==> src/logic/emcy_pkg.sv <==
`default_nettype none
package emcy_pkg;
	// Object dictionary indexes and sub-indexes
	localparam logic [15:0] IDX_FAULT_BITS    = 16'h1002;
	localparam logic [15:0] IDX_ERROR_HISTORY = 16'h1003;
	localparam logic [15:0] IDX_EMCY_ID       = 16'h1014;
	localparam logic [15:0] IDX_EMCY_INHIBIT  = 16'h1015;
	localparam logic [15:0] IDX_RANGE         = 16'h4000;
	localparam logic [15:0] IDX_AXIS_MODE     = 16'h4001;
	localparam logic [7:0]  SUB_ZERO          = 8'h00;
	localparam logic [7:0]  SUB_THR_X         = 8'h01;
	localparam logic [7:0]  SUB_THR_Y         = 8'h02;
	localparam logic [7:0]  SUB_RANGE_EN      = 8'h03;
	localparam logic [7:0]  SUB_HIST_LAST     = 8'h05;
	localparam int          HIST_DEPTH        = 5;

	// Fault register bit positions
	localparam int FB_GUARD    = 15;
	localparam int FB_OVERRUN  = 10;
	localparam int FB_BUSOFF   = 9;
	localparam int FB_WARN     = 8;
	localparam int FB_SELFTEST = 7;
	localparam int FB_CRC      = 4;
	localparam int FB_TEMP     = 3;
	localparam int FB_AXIS_Y   = 2;
	localparam int FB_AXIS_X   = 1;

	// Error summary byte bit positions
	localparam int ES_ANY     = 0;
	localparam int ES_TEMP    = 3;
	localparam int ES_COMM    = 4;
	localparam int ES_PROFILE = 5;
	localparam int ES_HW      = 7;

	// Error codes
	localparam logic [15:0] EC_RESET   = 16'h0000;
	localparam logic [15:0] EC_GENERIC = 16'h1030;
	localparam logic [15:0] EC_TEMP    = 16'h4200;
	localparam logic [15:0] EC_HW      = 16'h5000;
	localparam logic [15:0] EC_AXIS_X  = 16'h5010;
	localparam logic [15:0] EC_AXIS_Y  = 16'h5020;
	localparam logic [15:0] EC_OVERRUN = 16'h8110;
	localparam logic [15:0] EC_WARN    = 16'h8120;
	localparam logic [15:0] EC_GUARD   = 16'h8130;
	localparam logic [15:0] EC_BUSOFF_RECOVER = 16'h8140;

	// Frame identifiers and command bytes
	localparam logic [10:0] COB_SDO_RX = 11'h600;
	localparam logic [10:0] COB_SDO_TX = 11'h580;
	localparam logic [7:0]  CMD_WRITE     = 8'h22;
	localparam logic [7:0]  CMD_WRITE_ACK = 8'h60;
	localparam logic [7:0]  CMD_READ      = 8'h40;
	localparam logic [7:0]  CMD_READ_ACK  = 8'h43;
	localparam logic [7:0]  CMD_ABORT     = 8'h80;
	localparam logic [31:0] ABORT_COMMAND = 32'h0504_0001;
	localparam logic [31:0] ABORT_RO      = 32'h0601_0002;
	localparam logic [31:0] ABORT_NO_OBJ  = 32'h0602_0000;
	localparam logic [31:0] ABORT_NO_SUB  = 32'h0609_0011;

	// Reset values
	localparam logic [31:0] EMCY_ID_RST  = 32'h0000_0080;
	localparam logic [15:0] INHIBIT_RST  = 16'h0000;
	localparam logic [15:0] THR_RST      = 16'h0000;
	localparam logic [7:0]  RANGE_EN_RST = 8'h00;
	localparam logic [7:0]  RANGE_EN_ON  = 8'h01;
	localparam logic [7:0]  MODE_RST     = 8'h00;
	localparam logic [7:0]  MODE_TWO_AXIS = 8'h00;

	// Timing
	localparam int CLK_PERIOD_NS       = 100;
	localparam int INHIBIT_UNIT_NS     = 100000;
	localparam int INHIBIT_UNIT_CYCLES = INHIBIT_UNIT_NS / CLK_PERIOD_NS;

	typedef struct packed {
		logic [10:0] id;
		logic [63:0] data;
	} can_frame_t;

	typedef struct packed {
		logic guard_err;
		logic rx_overrun;
		logic bus_off;
		logic warn_limit;
		logic selftest_err;
		logic crc_err;
		logic temp_err;
	} fault_in_t;
endpackage
`default_nettype wire

==> src/logic/emergency_error_reporting.sv <==
// Operation
// 32-bit fault register mirrors active errors; bits 31..16 read zero.
// Bits 15..8: guarding, receive overrun, bus-off, warning limit.
// Bits 7..0: self-test, CRC, temperature, Y axis, X axis.
// Inclination beyond configured X or Y threshold sets bit 1 or 2.
// Low 16 fault bits travel in every emergency frame.
// History keeps count plus five entries, newest at sub-index 1.
// New error enters at sub-index 1, older shift down, oldest dropped.
// History entry: fault bits 15..0 above, error code below.
// Device error codes 0000h,1030h,4200h,5000h,5010h,5020h.
// Communication error codes 8110h,8120h,8130h,8140h.
// Any new error triggers an emergency frame with priority.
// Clearing of all errors sends an error reset emergency frame; when bus-off is the last to clear, code 8140h is sent instead.
// Emergency identifier is configurable base 80h plus node identifier.
// Payload: code, summary, comm field, device field, three zero bytes.
// Emergency frames spaced at least inhibit time times 100 us.
// Write 22h on 600h+node confirmed by 60h on 580h+node, echoing.
// Axis mode 00h at 4001h selects two-axis measurement.
// Writing 01h to 4000h sub 03h enables user range checking.
// Master scales thresholds by current resolution before writing.
// Error code sent low byte first in byte 0.
// Summary bit 0 set whenever any error is active.
// Inhibit value zero imposes no spacing.
`timescale 1ns/1ps
`default_nettype none
module emergency_error_reporting
	import emcy_pkg::*;
(
	input  wire logic        i_clk,
	input  wire logic        i_rst_n,
	input  wire logic [6:0]  i_node_identifier,
	input  wire fault_in_t   i_faults,
	input  wire logic [15:0] i_angle_x,
	input  wire logic [15:0] i_angle_y,
	input  wire logic        i_rx_valid,
	input  wire can_frame_t  i_rx_frame,
	input  wire logic        i_tx_ready,
	output logic             o_tx_valid,
	output can_frame_t       o_tx_frame
);

	logic [31:0] fault_bits;
	logic [31:0] fault_prev;
	logic [31:0] next_fault;
	logic [31:0] error_history [HIST_DEPTH];
	logic [2:0]  hist_count;
	logic [31:0] emergency_identifier;
	logic [15:0] emergency_inhibit_time;
	logic [15:0] thr_x;
	logic [15:0] thr_y;
	logic [7:0]  range_en;
	logic [7:0]  axis_mode;
	logic [16:0] mag_x;
	logic [16:0] mag_y;
	logic        over_x;
	logic        over_y;
	logic [7:0]  summary;
	logic [31:0] rise;
	logic        busoff_fall;
	logic        evt_err;
	logic        evt_reset;
	logic [15:0] evt_code;
	logic        emcy_pend;
	logic [15:0] emcy_code;
	logic [15:0] inh_left;
	logic [9:0]  inh_sub;
	logic        emcy_load;
	logic        sdo_load;
	logic        tx_is_emcy;
	logic        sdo_pend;
	logic [63:0] sdo_resp;
	logic        sdo_req;
	logic [7:0]  rq_cmd;
	logic [15:0] rq_idx;
	logic [7:0]  rq_sub;
	logic [31:0] rq_val;
	logic        od_ok;
	logic        od_wr_ok;
	logic [31:0] od_abort;
	logic [31:0] rd_val;
	logic [2:0]  hist_sel;

	////////////////////////////////////////////////////////////////////////////
	// Fault register

	// Magnitudes carry a 17th bit so that -32768 does not wrap
	assign mag_x  = i_angle_x[15] ? 17'(-{1'b1, i_angle_x}) : {1'b0, i_angle_x};
	assign mag_y  = i_angle_y[15] ? 17'(-{1'b1, i_angle_y}) : {1'b0, i_angle_y};
	assign over_x = (range_en == RANGE_EN_ON) && (mag_x > {1'b0, thr_x});
	// Single-axis mode leaves the Y path unchecked
	assign over_y = (range_en == RANGE_EN_ON) && (axis_mode == MODE_TWO_AXIS)
		&& (mag_y > {1'b0, thr_y});

	always_comb
	begin
		next_fault              = 32'h0000_0000;
		next_fault[FB_GUARD]    = i_faults.guard_err;
		next_fault[FB_OVERRUN]  = i_faults.rx_overrun;
		next_fault[FB_BUSOFF]   = i_faults.bus_off;
		next_fault[FB_WARN]     = i_faults.warn_limit;
		next_fault[FB_SELFTEST] = i_faults.selftest_err;
		next_fault[FB_CRC]      = i_faults.crc_err;
		next_fault[FB_TEMP]     = i_faults.temp_err;
		next_fault[FB_AXIS_Y]   = over_y;
		next_fault[FB_AXIS_X]   = over_x;
	end

	always_ff @(posedge i_clk or negedge i_rst_n)
	begin
		if (!i_rst_n)
		begin
			fault_bits <= 32'h0000_0000;
			fault_prev <= 32'h0000_0000;
		end
		else
		begin
			fault_bits <= next_fault;
			fault_prev <= fault_bits;
		end
	end

	always_comb
	begin
		summary             = 8'h00;
		summary[ES_ANY]     = |fault_bits[15:0];
		summary[ES_TEMP]    = fault_bits[FB_TEMP];
		summary[ES_COMM]    = |fault_bits[15:8];
		summary[ES_PROFILE] = fault_bits[FB_AXIS_X] | fault_bits[FB_AXIS_Y];
		summary[ES_HW]      = fault_bits[FB_SELFTEST] | fault_bits[FB_CRC];
	end

	////////////////////////////////////////////////////////////////////////////
	// Error events and codes

	assign rise        = fault_bits & ~fault_prev;
	assign busoff_fall = fault_prev[FB_BUSOFF] & ~fault_bits[FB_BUSOFF];
	assign evt_err     = (|rise) | busoff_fall;
	assign evt_reset   = (fault_prev != 32'h0) && (fault_bits == 32'h0) && !busoff_fall;

	// Most severe newly raised fault names the event
	always_comb
	begin
		if (rise[FB_SELFTEST] || rise[FB_CRC])
			evt_code = EC_HW;
		else if (rise[FB_TEMP])
			evt_code = EC_TEMP;
		else if (rise[FB_AXIS_X])
			evt_code = EC_AXIS_X;
		else if (rise[FB_AXIS_Y])
			evt_code = EC_AXIS_Y;
		else if (rise[FB_GUARD])
			evt_code = EC_GUARD;
		else if (rise[FB_OVERRUN])
			evt_code = EC_OVERRUN;
		else if (rise[FB_WARN])
			evt_code = EC_WARN;
		else if (busoff_fall)
			evt_code = EC_BUSOFF_RECOVER;
		else
			evt_code = EC_GENERIC;
	end

	////////////////////////////////////////////////////////////////////////////
	// Error history

	always_ff @(posedge i_clk or negedge i_rst_n)
	begin
		if (!i_rst_n)
			hist_count <= 3'h0;
		else if (evt_err && hist_count < 3'(HIST_DEPTH))
			hist_count <= hist_count + 3'h1;
	end

	for (genvar i = 0; i < HIST_DEPTH; i++)
	begin : g_hist
		always_ff @(posedge i_clk or negedge i_rst_n)
		begin
			if (!i_rst_n)
				error_history[i] <= 32'h0000_0000;
			else if (evt_err)
			begin
				if (i == 0)
					error_history[i] <= {fault_bits[15:0], evt_code};
				else
					error_history[i] <= error_history[(i == 0) ? 0 : i - 1];
			end
		end
	end

	////////////////////////////////////////////////////////////////////////////
	// Emergency scheduling and inhibit

	// A new event in the load cycle stays pending: set wins over clear
	always_ff @(posedge i_clk or negedge i_rst_n)
	begin
		if (!i_rst_n)
		begin
			emcy_pend <= 1'b0;
			emcy_code <= EC_RESET;
		end
		else if (evt_err || evt_reset)
		begin
			emcy_pend <= 1'b1;
			emcy_code <= evt_err ? evt_code : EC_RESET;
		end
		else if (emcy_load)
			emcy_pend <= 1'b0;
	end

	always_ff @(posedge i_clk or negedge i_rst_n)
	begin
		if (!i_rst_n)
		begin
			inh_left <= 16'h0000;
			inh_sub  <= 10'h000;
		end
		else if (o_tx_valid && i_tx_ready && tx_is_emcy)
		begin
			inh_left <= emergency_inhibit_time;
			inh_sub  <= 10'h000;
		end
		else if (inh_left != 16'h0000)
		begin
			if (inh_sub == 10'(INHIBIT_UNIT_CYCLES - 1))
			begin
				inh_sub  <= 10'h000;
				inh_left <= inh_left - 16'h0001;
			end
			else
				inh_sub <= inh_sub + 10'h001;
		end
	end

	// Emergency frames take precedence over confirmations
	assign emcy_load = !o_tx_valid && emcy_pend && (inh_left == 16'h0000);
	assign sdo_load  = !o_tx_valid && !emcy_load && sdo_pend;

	always_ff @(posedge i_clk or negedge i_rst_n)
	begin
		if (!i_rst_n)
		begin
			o_tx_valid <= 1'b0;
			tx_is_emcy <= 1'b0;
			o_tx_frame <= '0;
		end
		else if (emcy_load)
		begin
			o_tx_valid      <= 1'b1;
			tx_is_emcy      <= 1'b1;
			o_tx_frame.id   <= 11'(emergency_identifier[10:0] + {4'h0, i_node_identifier});
			// Low byte of code sits in byte 0; comm field in byte 3, device field in byte 4
			o_tx_frame.data <= {24'h000000, fault_bits[7:0], fault_bits[15:8], summary,
				emcy_code};
		end
		else if (sdo_load)
		begin
			o_tx_valid      <= 1'b1;
			tx_is_emcy      <= 1'b0;
			o_tx_frame.id   <= 11'(COB_SDO_TX + {4'h0, i_node_identifier});
			o_tx_frame.data <= sdo_resp;
		end
		else if (i_tx_ready)
			o_tx_valid <= 1'b0;
	end

	////////////////////////////////////////////////////////////////////////////
	// Configuration exchange

	assign rq_cmd   = i_rx_frame.data[7:0];
	assign rq_idx   = i_rx_frame.data[23:8];
	assign rq_sub   = i_rx_frame.data[31:24];
	assign rq_val   = i_rx_frame.data[63:32];
	// A request arriving while a confirmation is still queued is dropped
	assign sdo_req  = i_rx_valid && !sdo_pend
		&& (i_rx_frame.id == 11'(COB_SDO_RX + {4'h0, i_node_identifier}));
	assign hist_sel = 3'(rq_sub - 8'h01);

	always_comb
	begin
		rd_val   = 32'h0000_0000;
		od_abort = 32'h0000_0000;
		od_wr_ok = 1'b0;
		unique case (rq_idx)
			IDX_FAULT_BITS:
				rd_val = fault_bits;
			IDX_ERROR_HISTORY:
				if (rq_sub == SUB_ZERO)
					rd_val = {29'h0, hist_count};
				else if (rq_sub <= SUB_HIST_LAST)
					rd_val = error_history[hist_sel];
				else
					od_abort = ABORT_NO_SUB;
			IDX_EMCY_ID:
			begin
				rd_val   = emergency_identifier;
				od_wr_ok = 1'b1;
			end
			IDX_EMCY_INHIBIT:
			begin
				rd_val   = {16'h0, emergency_inhibit_time};
				od_wr_ok = 1'b1;
			end
			IDX_RANGE:
			begin
				od_wr_ok = 1'b1;
				if (rq_sub == SUB_THR_X)
					rd_val = {16'h0, thr_x};
				else if (rq_sub == SUB_THR_Y)
					rd_val = {16'h0, thr_y};
				else if (rq_sub == SUB_RANGE_EN)
					rd_val = {24'h0, range_en};
				else
					od_abort = ABORT_NO_SUB;
			end
			IDX_AXIS_MODE:
			begin
				rd_val   = {24'h0, axis_mode};
				od_wr_ok = 1'b1;
			end
			default:
				od_abort = ABORT_NO_OBJ;
		endcase
		if (od_abort == 32'h0 && rq_idx != IDX_ERROR_HISTORY && rq_idx != IDX_RANGE
			&& rq_sub != SUB_ZERO)
			od_abort = ABORT_NO_SUB;
		if (od_abort == 32'h0 && rq_cmd == CMD_WRITE && !od_wr_ok)
			od_abort = ABORT_RO;
		if (rq_cmd != CMD_WRITE && rq_cmd != CMD_READ)
			od_abort = ABORT_COMMAND;
	end

	assign od_ok = (od_abort == 32'h0000_0000);

	always_ff @(posedge i_clk or negedge i_rst_n)
	begin
		if (!i_rst_n)
		begin
			sdo_pend <= 1'b0;
			sdo_resp <= 64'h0;
		end
		else if (sdo_req)
		begin
			sdo_pend <= 1'b1;
			if (!od_ok)
				sdo_resp <= {od_abort, rq_sub, rq_idx, CMD_ABORT};
			else if (rq_cmd == CMD_WRITE)
				sdo_resp <= {32'h0, rq_sub, rq_idx, CMD_WRITE_ACK};
			else
				sdo_resp <= {rd_val, rq_sub, rq_idx, CMD_READ_ACK};
		end
		else if (sdo_load)
			sdo_pend <= 1'b0;
	end

	always_ff @(posedge i_clk or negedge i_rst_n)
	begin
		if (!i_rst_n)
		begin
			emergency_identifier   <= EMCY_ID_RST;
			emergency_inhibit_time <= INHIBIT_RST;
			thr_x                  <= THR_RST;
			thr_y                  <= THR_RST;
			range_en               <= RANGE_EN_RST;
			axis_mode              <= MODE_RST;
		end
		else if (sdo_req && od_ok && rq_cmd == CMD_WRITE)
		begin
			if (rq_idx == IDX_EMCY_ID)
				emergency_identifier <= rq_val;
			if (rq_idx == IDX_EMCY_INHIBIT)
				emergency_inhibit_time <= rq_val[15:0];
			if (rq_idx == IDX_RANGE && rq_sub == SUB_THR_X)
				thr_x <= rq_val[15:0];
			if (rq_idx == IDX_RANGE && rq_sub == SUB_THR_Y)
				thr_y <= rq_val[15:0];
			if (rq_idx == IDX_RANGE && rq_sub == SUB_RANGE_EN)
				range_en <= rq_val[7:0];
			if (rq_idx == IDX_AXIS_MODE)
				axis_mode <= rq_val[7:0];
		end
	end

	////////////////////////////////////////////////////////////////////////////
	// Checks

	logic [31:0] gap_cnt;
	logic [31:0] gap_need;
	logic        emcy_seen;

	always_ff @(posedge i_clk or negedge i_rst_n)
	begin
		if (!i_rst_n)
		begin
			gap_cnt   <= 32'h0;
			gap_need  <= 32'h0;
			emcy_seen <= 1'b0;
		end
		else if (o_tx_valid && i_tx_ready && tx_is_emcy)
		begin
			gap_cnt   <= 32'h0;
			gap_need  <= 32'(emergency_inhibit_time) * 32'(INHIBIT_UNIT_CYCLES);
			emcy_seen <= 1'b1;
		end
		else if (gap_cnt != 32'hffff_ffff)
			gap_cnt <= gap_cnt + 32'h1;
	end
endmodule
`default_nettype wire

==> config.mk <==
export PLATFORM = sky130hd
export DESIGN_NAME = emergency_error_reporting
export DESIGN_NICKNAME = d
export VERILOG_FILES = /design/src/logic/emcy_pkg.sv /design/src/logic/emergency_error_reporting.sv
export SDC_FILE = /design/constraint.sdc
export NUM_CORES = 1
export LEC_CHECK = 0
export BUFFER_PORTS_ARGS = -buffer_cell sky130_fd_sc_hd__buf_2
export CAP_MARGIN = 20
export CORE_MARGIN = 2
export CORE_UTILIZATION = 50
export CTS_CLUSTER_SIZE = 8
export DETAILED_ROUTE_END_ITERATION = 10
export PLACE_DENSITY = 0.71
export RECOVER_POWER = 100
export SLEW_MARGIN = 20
export SYNTH_ARGS = -nofsm -noshare
export SYNTH_HDL_FRONTEND = slang
export SYNTH_SLANG_ARGS = --single-unit
export TNS_END_PERCENT = 1
==> constraint.sdc <==
create_clock -name i_clk -period 8.8 [get_ports i_clk]
set_input_delay 1.32 -clock i_clk [delete_from_list [all_inputs] [get_ports i_clk]]
set_output_delay 1.32 -clock i_clk [all_outputs]
set_load 0.005 [all_outputs]
Word level (Yosys, flattened, before mapping)
Index checks and enable logic that the tools add are counted.
- bits of input ports: 125
- flip-flop bits (word level): 427
- ROM bits: 0
- memories: 0
- RAM bits: 0
- word-level logic and storage cells: 171
- output and inout port bits: 76
- latch bits: 0
- divide/modulo/power cells: 0
- $mul: 0
- reductions and logical operators: 60
- order comparisons: 5
- bitwise operators: 8
- equal/unequal tests: 17
- add/sub/neg operators: 9
- multiplexer cells: 48
- shift-type cells: 0
- operators with widths (cell ; count):
    16-bit two-way mux ; 14
    32-bit two-way mux ; 7
    32-bit case mux with 6 select lines ; 1
    75-bit two-way mux ; 2
    27-bit two-way mux ; 5
    32-bit zero test ; 4
    64-bit two-way mux ; 2
    32-bit binary-select mux with 3-bit select ; 1
    27-bit case mux with 3 select lines ; 1
    16-bit by 13-bit equality test with 1-bit output, second input constant ; 4
    17-bit by 16-bit > comparator with 1-bit output ; 2
    17-bit two-way mux ; 2
    17-bit negation ; 2
    16-bit by 32-bit AND with 32-bit output ; 1
    16-bit by 15-bit equality test with 1-bit output, second input constant ; 2
    16-bit NOT with 32-bit output ; 1
    32-bit nonzero test ; 1
    32-bit OR reduction ; 1
    10-bit two-way mux ; 3
    1-bit logical AND ; 25
    8-bit by 1-bit equality test with 1-bit output, second input constant ; 2
    8-bit by 2-bit equality test with 1-bit output, second input constant ; 2
    16-bit zero test ; 1
    8-bit zero test ; 2
    other kinds (32) ; 59

Logic depth before layout (Yosys ltp)
Gate-level depths: netlist of run 1.
- depth after elaboration: 19
- mapped depth: 14
- gate-level depth less buffers: 13

Least setup slack after synthesis of run 1
No wires, ideal clock.
- path type: input -> register
- start: input i_rx_frame[24] in the netlist's numbering
- end: register emergency_identifier[10]
- arrival time: 4.562 ns
- required time: 8.675 ns
- setup time: 0.125 ns
- path slack: 4.112 ns
- stages on the path: 14
- path buffers: 6
- cell sequence: clkbuf_1 > buf_1 > inv_1 > ha_1 > clkbuf_1 > o311ai_0 > mux2i_2 > nor2_2 > or2_1 > buf_4 > or4_1 > buf_2 > buf_6 > mux2_4
- cells in the longest elaborated chain, start to end: 19
- elaborated cells on any way between the ends: 26
- classes of those cells: order compare: 1; eq/ne: 3; mux: 9; reduce/logical: 13
- ends and longest elaborated chain (element ; line ; source):
    start: declaration ; emergency_error_reporting.sv:36 ; input wire can_frame_t i_rx_frame,
    branches (longest 9 deep; another with 8-bit by 3-bit less-or-equal comparator with 1-bit output) ; -- ;
    32-bit two-way mux (*) ; emergency_error_reporting.sv:323 ; if (od_abort == 32'h0 && rq_idx != IDX_ERROR_HISTORY && rq_idx != IDX_RANGE
    32-bit zero test ; emergency_error_reporting.sv:326 ; if (od_abort == 32'h0 && rq_cmd == CMD_WRITE && !od_wr_ok)
    1-bit logical AND (2 in a row) ; emergency_error_reporting.sv:326 ;
    32-bit two-way mux (*) ; emergency_error_reporting.sv:326 ;
    32-bit two-way mux (*) ; emergency_error_reporting.sv:328 ; if (rq_cmd != CMD_WRITE && rq_cmd != CMD_READ)
    32-bit zero test (*) ; emergency_error_reporting.sv:332 ; assign od_ok = (od_abort == 32'h0000_0000);
    1-bit logical AND (*) (2 in a row) ; emergency_error_reporting.sv:366 ; else if (sdo_req && od_ok && rq_cmd == CMD_WRITE)
    2-bit AND reduction (no line) (*) ; -- ;
    end signal: assignment ; emergency_error_reporting.sv:369 ; emergency_identifier <= rq_val;
    end: declaration ; emergency_error_reporting.sv:47 ; logic [31:0] emergency_identifier;
Every way passes the cells marked *.
A chain may end at the register's enable or synchronous reset.

Worst setup path in the final report of run 1
- start: input i_rx_frame[24] in the netlist's numbering
- end: register emergency_inhibit_time[12]
- cells in the longest elaborated chain, start to end: 19
- elaborated cells on any way between the ends: 26
- classes of those cells: order compare: 1; eq/ne: 3; mux: 9; reduce/logical: 13
- ends and longest elaborated chain (element ; line ; source):
    branches (longest 9 deep; another with 8-bit by 3-bit less-or-equal comparator with 1-bit output) ; -- ;
    32-bit two-way mux (*) ; emergency_error_reporting.sv:323 ;
    32-bit zero test ; emergency_error_reporting.sv:326 ;
    1-bit logical AND (2 in a row) ; emergency_error_reporting.sv:326 ;
    32-bit two-way mux (*) ; emergency_error_reporting.sv:326 ;
    32-bit two-way mux (*) ; emergency_error_reporting.sv:328 ;
    32-bit zero test (*) ; emergency_error_reporting.sv:332 ;
    1-bit logical AND (*) (2 in a row) ; emergency_error_reporting.sv:366 ;
    2-bit AND reduction (no line) (*) ; -- ;
    end signal: assignment ; emergency_error_reporting.sv:371 ; emergency_inhibit_time <= rq_val[15:0];
    end: declaration ; emergency_error_reporting.sv:48 ; logic [15:0] emergency_inhibit_time;
Marks and branches as above.

==> flow_summary.ini, run 1 <==
[placement]
dp_hpwl_mm = 36.1
io_buffers = 198
place.gp.congestion = 0.891

[flow_run]
drv_cap = 8

[clocking]
cts_root_buf = clkbuf_16
clock_latency_ns = 0.57
postCtsResizedCells = 0
clock_sinks = 366
cts_made_buffers = 51
cts_tree = done
cts_setup_buffers = 0
clkSlewWorstSetupHoldPaths_ns = 0.05
htree_num_levels = 2
holdBufCountCts = 0
cts_max_path_buffers = 3

[detailed_routing]
vias = 14100
wl_mm = 50.5
firstDrtPassIters = 5
drt_iter0_markers = 1120
viasPerCell = 5.89
drc = 0
wl_per_cell_um = 21.1
ant_nets = 0

[die]
die_x_um = 195
rows = 69
coreArea_um2 = 35700
start_util = 0.509
die-area_um2 = 37900
io_pins = 201
die_h_um = 195

[hold_path]
holdCritStartpoint = sdo_resp[26]
hold_path_class = reg2reg
whs_endpoint = sdo_resp[26]
holdPathStages = 2

[sta]
period_needed_ns = 6.07
slew_violations = 490
setup_viol = 0
fin_crit_sh = 0.690
grt_setup_unrepaired = no
worst_pin_slew_ns = 4.29
max_freq_mhz = 165
fin_setup_tns_ns = 0
fin_worst_skew_ns = 0.0105
final_hold_viol_count = 0
slew_headroom = -1.86

[setup_path]
crit_buf_inv = 2
r2r_slack_ns = 3.91
arrival_ns = 6.52
end_kind = flop
reg2reg_from = inh_left[2]
timing.rr.end = o_tx_frame[23]
crit_fanout = 20
worst-setup-path-type = in2reg
crit_top_cell = clkbuf_1
worstSetupStartpoint = i_rx_frame[24]
reg2reg_depth = 7
cp_slowest_cell = clkbuf_1
cp.required_ns = 9.24
path_cells = clkbuf_1, ha_1, or3b_2, nand4_1, nor3_1, nor2_1, or2_0, nor4_1, clkbuf_1, mux2_2
crit_family = simple AND/OR/NAND/NOR gates
worst_setup_path_start_kind = input pin
cpPeakStageDelay_ns = 1.07

[power]
switching_share = 0.241
p_int_mw = 2.95
power_density_nw_per_um2 = 187
clockPowerShare = 0.448
switchingPower_mw = 0.933
total_power_mw = 3.88
combPwrFrac = 0.085
peakVddDrop_v = 0.000154
p_seq_frac = 0.467
leakagePower_nw = 9.49

[grt]
grt_max_degree = 165
grt_util_all_layers = 0.268
antenna_found_initial = 3
grt_pass1_vias = 14000
grt_pass1_wl_mm = 79.5
grt_overflow = 0

[layout]
syn_to_final_growth_pct = 13.8
final_common_cell = dfrtp_1
layout-drive-gt1-share = 0.204
fin_nets = 2089
fin_util = 0.579
final_cell_mix = dfrtp_1, nand2_1, buf_2

[synthesis]
netlist_area_um2 = 18200
ys_warn_count = 0
synth_edf_count = 0
ys_ff_latch = 366
synthArstFlopShare = 1.00
seq_area_frac_synth = 0.503
ys.flop_type = dfrtp_1
synth_cells = 1735
ys_types = 75
synth.avg_cell_area_um2 = 10.5

[status]
status = finished with violations
violations = max-capacitance violations, max-slew violations
worst reg2reg max path, stage by stage (launching register included):
cell and delay, ns:
dfrtp_1 0.42, or3_1 0.45, or4_1 0.59, nor3_1 0.94
nand3b_1 0.32, clkbuf_1 1.24, nand3_1 0.53, o211ai_1 0.13
cells by family after synthesis:
family | share of synthesized area
fa+ha+maj | 0.0348
simple gates | 0.160
mux | 0.133
xor+xnor | 0.0284
compound gates | 0.107
flops | 0.503
buf+inv | 0.0320
other cells | 0.000206
area by class of cell:
| class | count | area (µm²) |
|---|---|---|
| Tap cell | 461 | 577 |
| Antenna cell | 3 | 7.51 |
| Timing Repair Buffer | 214 | 1040 |
| Inverter | 54 | 203 |
| Multi-Input combinational cell | 1227 | 8340 |
| Fill cell | 3108 | 15000 |
| Sequential cell | 366 | 9160 |
| Clock inverter | 3 | 48.8 |
| Clock buffer | 61 | 1320 |
worst max-delay path by stage:
stage	slack (ns)	to	cells past startpoint
finish	2.73	emergency_inhibit_time[12]	10
global route	2.20	emergency_inhibit_time[11]	10
CTS	3.72	emergency_identifier[0]	10
detailed placement	3.23	emergency_identifier[0]	10
global placement	3.37	emergency_identifier[0]	10
floorplan	4.11	emergency_identifier[10]	14
cell usage after synthesis, drive strengths merged, types with 4 or more instances:
master | instances | area (µm²)
a211oi | 5 | 37.5
a21o | 12 | 90.1
a21oi | 78 | 390
a221o | 9 | 90.1
a22o | 8 | 70.1
a22oi | 19 | 143
a31oi | 7 | 43.8
and2 | 5 | 31.3
and3 | 24 | 150
buf | 16 | 105
clkbuf | 73 | 274
dfrtp | 365 | 9130
ha | 49 | 613
inv | 54 | 203
mux2 | 168 | 2000
mux2i | 6 | 63.8
mux4 | 16 | 360
nand2 | 315 | 1180
nand2b | 11 | 68.8
nand3 | 65 | 325
nand3b | 9 | 67.6
nand4 | 9 | 71.3
nor2 | 67 | 254
nor2b | 15 | 93.8
nor3 | 34 | 185
nor4 | 19 | 191
nor4b | 8 | 91.3
o211ai | 10 | 75.1
o21a | 4 | 30.0
o21ai | 110 | 551
o221ai | 5 | 43.8
o22ai | 17 | 106
o31ai | 10 | 75.1
o41ai | 5 | 43.8
or2 | 5 | 31.3
or3 | 5 | 31.3
or4 | 10 | 75.1
xnor2 | 41 | 359
xor2 | 18 | 158
registers in the layout, summed over array words and instances (netlist names):
name and flops:
sdo_resp 60, emergency_identifier 32, tx_is_emcy 1, sdo_pend 1
inh_sub 10, thr_x 16, axis_mode 8, inh_left 16
emcy_code 7, emergency_inhibit_time 16, o_tx_frame 72, thr_y 16
error_history 80, o_tx_valid 1, emcy_pend 1, fault_prev 9
fault_bits 9, range_en 8, hist_count 3
per-stage QoR:
step                      setup WS [ns]  instances  hold WS [ns]  area, µm²
after floorplan                    4.11       1736         0.414      18200
after global placement             3.37       2321         0.450      19600
after detailed placement           3.23       2321         0.455      19600
after CTS                          3.72       2385         0.466      20900
after global routing               2.20       2387         0.479      20700
final                              2.73       2389         0.464      20700
power by group through the flow:
stage	Sequential [mW]	Clock, mW	Combinational, mW
3_3_place_gp	1.83	0	0.321
5_1_grt	1.82	1.84	0.364
2_1_floorplan	1.82	0	0.191
3_5_place_dp	1.84	0	0.330
6_report	1.81	1.74	0.329
4_1_cts	1.81	1.76	0.332
metal layers:
layer / share of wire / wire length [µm] / track usage / vias up
li1: - / - / - / 6480
met1: 0.46 / 23000 / 0.391 / 7019
met2: 0.45 / 22700 / 0.417 / 494
met3: 0.068 / 3450 / 0.0383 / 74
met4: 0.026 / 1330 / 0.0792 / 2
met5: 0.000040 / 2 / 0 / -
No activity file was read; power rests on OpenSTA's default activity.
==> inputs of run 2 (changes only) <==
Settings changed: ABC_AREA set to 1.
Clock period 8.8 ns to 5.9 ns, I/O delays scaled along.
==> run 2 against run 1 <==
Compared with the run above:
- the flow still finishes with violations (max-capacitance violations, max-slew violations)
- cell count up 24%
- register-to-register slack got worse by 2.8 ns
- synthesized cell count increased by 34%
- routed wire length increased by 15%
- via count is 21% higher
- critical path type unchanged
- largest power group unchanged
- highest routed layer is now met4
==> flow_summary.ini, run 2 <==
[grt]
grt_max_degree = 122
grt_pass1_vias = 16100
antenna_found_initial = 2
grt_overflow = 0
grt_util_all_layers = 0.302
grt_pass1_wl_mm = 90.4

[die]
start_util = 0.507
io_pins = 201
coreArea_um2 = 36500
die_x_um = 197
die_h_um = 197
die-area_um2 = 38600
rows = 70

[detailed_routing]
wl_mm = 58.1
drt_iter0_markers = 1841
viasPerCell = 5.73
firstDrtPassIters = 5
drc = 0
vias = 17000
ant_nets = 0
wl_per_cell_um = 19.6

[sta]
whs_ns = 0.405
final_hold_viol_count = 0
grt_setup_unrepaired = no
fin_worst_skew_ns = 0.0241
max_freq_mhz = 207
slew_violations = 251
fin_setup_tns_ns = 0
period_needed_ns = 4.83
slew_headroom = -0.959
setup_viol = 0
fin_crit_sh = 0.819
worst_pin_slew_ns = 2.94
worst_slack_ns = 1.07

[setup_path]
path_cells = buf_2, inv_1, ha_1, nand2_1, nor2_4, nor2_1, nand3_1, nand2_1, nor2_1, nand4_2, nor2_1, clkbuf_2, nand2_1, nand2_1, nand2_1
arrival_ns = 5.29
cpPeakStageDelay_ns = 0.66
cp.required_ns = 6.36
worst_setup_path_start_kind = input pin
crit_fanout = 49
cp_slowest_cell = clkbuf_2
worst-setup-path-type = in2reg
crit_family = simple AND/OR/NAND/NOR gates
crit_buf_inv = 3
end_kind = flop
crit_top_cell = nand2_1

[power]
clockPowerShare = 0.430
switching_share = 0.263
switchingPower_mw = 1.61
combPwrFrac = 0.107
peakVddDrop_v = 0.000179
power_density_nw_per_um2 = 290
p_int_mw = 4.50
p_seq_frac = 0.463
leakagePower_nw = 10.5

[placement]
dp_hpwl_mm = 42.6
place.gp.congestion = 0.965
place_ws_ns = 1.18
dpl-instance-area_um2 = 19800
io_buffers = 198
place_inst = 2902

[synthesis]
synthArstFlopShare = 1.00
synth_top_area_cell = dfrtp_1
synth_edf_count = 0
synth_area_leaders = dfrtp_1, nand2_1, o21ai_0
netlist_area_um2 = 18500
ys_ff_latch = 366
synth_commonest_cells = nand2_1, dfrtp_1, o21ai_0
ys_warn_count = 0
yosysMostFrequentCell = nand2_1
yosysTopAreaCellShare = 0.493
ys.flop_type = dfrtp_1
ys_types = 53
synth_cells = 2321
synth.avg_cell_area_um2 = 7.98
seq_area_frac_synth = 0.494

[layout]
final_common_cell = nand2_1
fin_nets = 2662
final_cell_mix = nand2_1, dfrtp_1, o21ai_0
ff_latch_area_um2 = 9160
regMostFlops = error_history
syn_to_final_growth_pct = 13.6
layout-drive-gt1-share = 0.100
multi_input_area_um2 = 7960
stdcell_count = 2969
largest_registers = error_history (80), o_tx_frame (72), sdo_resp (60)
largest_register_ffs = 80
fill_cells = 3352
finish.instance_area_um2 = 21000

[flow_run]
drv_cap = 4

[clocking]
clock_latency_ns = 0.58
cts_root_buf = clkbuf_16
clock_sinks = 366
htree_num_levels = 2
cts_setup_buffers = 0
clkSlewWorstSetupHoldPaths_ns = 0.05
holdBufCountCts = 0
cts_max_path_buffers = 3
cts_tree = done
cts_made_buffers = 51
postCtsResizedCells = 0

[status]
status = finished with violations
violations = max-capacitance violations, max-slew violations

[hold_path]
hold_path_class = reg2reg
-- run 2: worst register-to-register path: cells and delay by family (launching register included) --
family,cells,cell delay (ns)
simple gates,6,1.91
buf+inv,3,1.84
flops,1,0.39
compound gates,1,0.22
fa+ha+maj,1,0.21
-- run 2: stage by stage --
step	power, mW	utilization
4_1_cts	6.14	0.580
6_report	6.11	0.576
3_5_place_dp	3.52	0.542
3_3_place_gp	3.50	0.542
5_1_grt	6.34	0.576
2_1_floorplan	3.17	-
-- run 2: cell families after synthesis --
family / Yosys count / share of synthesized area
and+or+nand+nor: 1053 / 0.240
AOI/OAI and AO/OA: 466 / 0.138
DFF: 366 / 0.494
buffers and inverters: 344 / 0.0738
adders and majority gates: 50 / 0.0342
xor gates and xnor gates: 40 / 0.0189
other: 1 / 0.000202
muxes: 1 / 0.000608
-- run 2: area by class of cell --
type	count	share of cell area
timing repair buffer	212	0.0492
tap	468	0.0278
sequential	366	0.435
multi-input combinational	1612	0.378
inverter	244	0.0435
antenna	2	0.000238
clock inverter	3	0.00250
clock buffer	62	0.0631
-- run 2: final timing paths --
path,startpoint,endpoint,slack (ns),depth (start not counted)
worst max-delay path,i_rx_frame[24],emergency_inhibit_time[0],1.07,15
worst min-delay path,fault_bits[7],fault_prev[7],0.40,0
worst max register to register,inh_left[0],o_tx_valid,1.14,11
worst min register to register,fault_bits[7],fault_prev[7],0.40,0
max in group asynchronous,i_rst_n,emergency_identifier[31],1.57,2
min in group asynchronous,i_rst_n,o_tx_frame[31],1.16,1
-- run 2: power by group through the flow --
stage	combinational, mW	clock, mW	sequential (mW)
floorplan	0.349	0	2.82
global placement	0.646	0	2.85
global route	0.743	2.76	2.84
detailed placement	0.666	0	2.86
finish	0.654	2.63	2.82
CTS	0.669	2.66	2.82
-- run 2: per-layer routing --
layer  vias to the layer above  routed length (µm)  GRT usage
met5                         -                   0          0
met4                         0                2210      0.121
met3                       133                5630     0.0623
met2                       826               25300      0.456
met1                      8144               25000      0.426
li1                       7906                   -          -
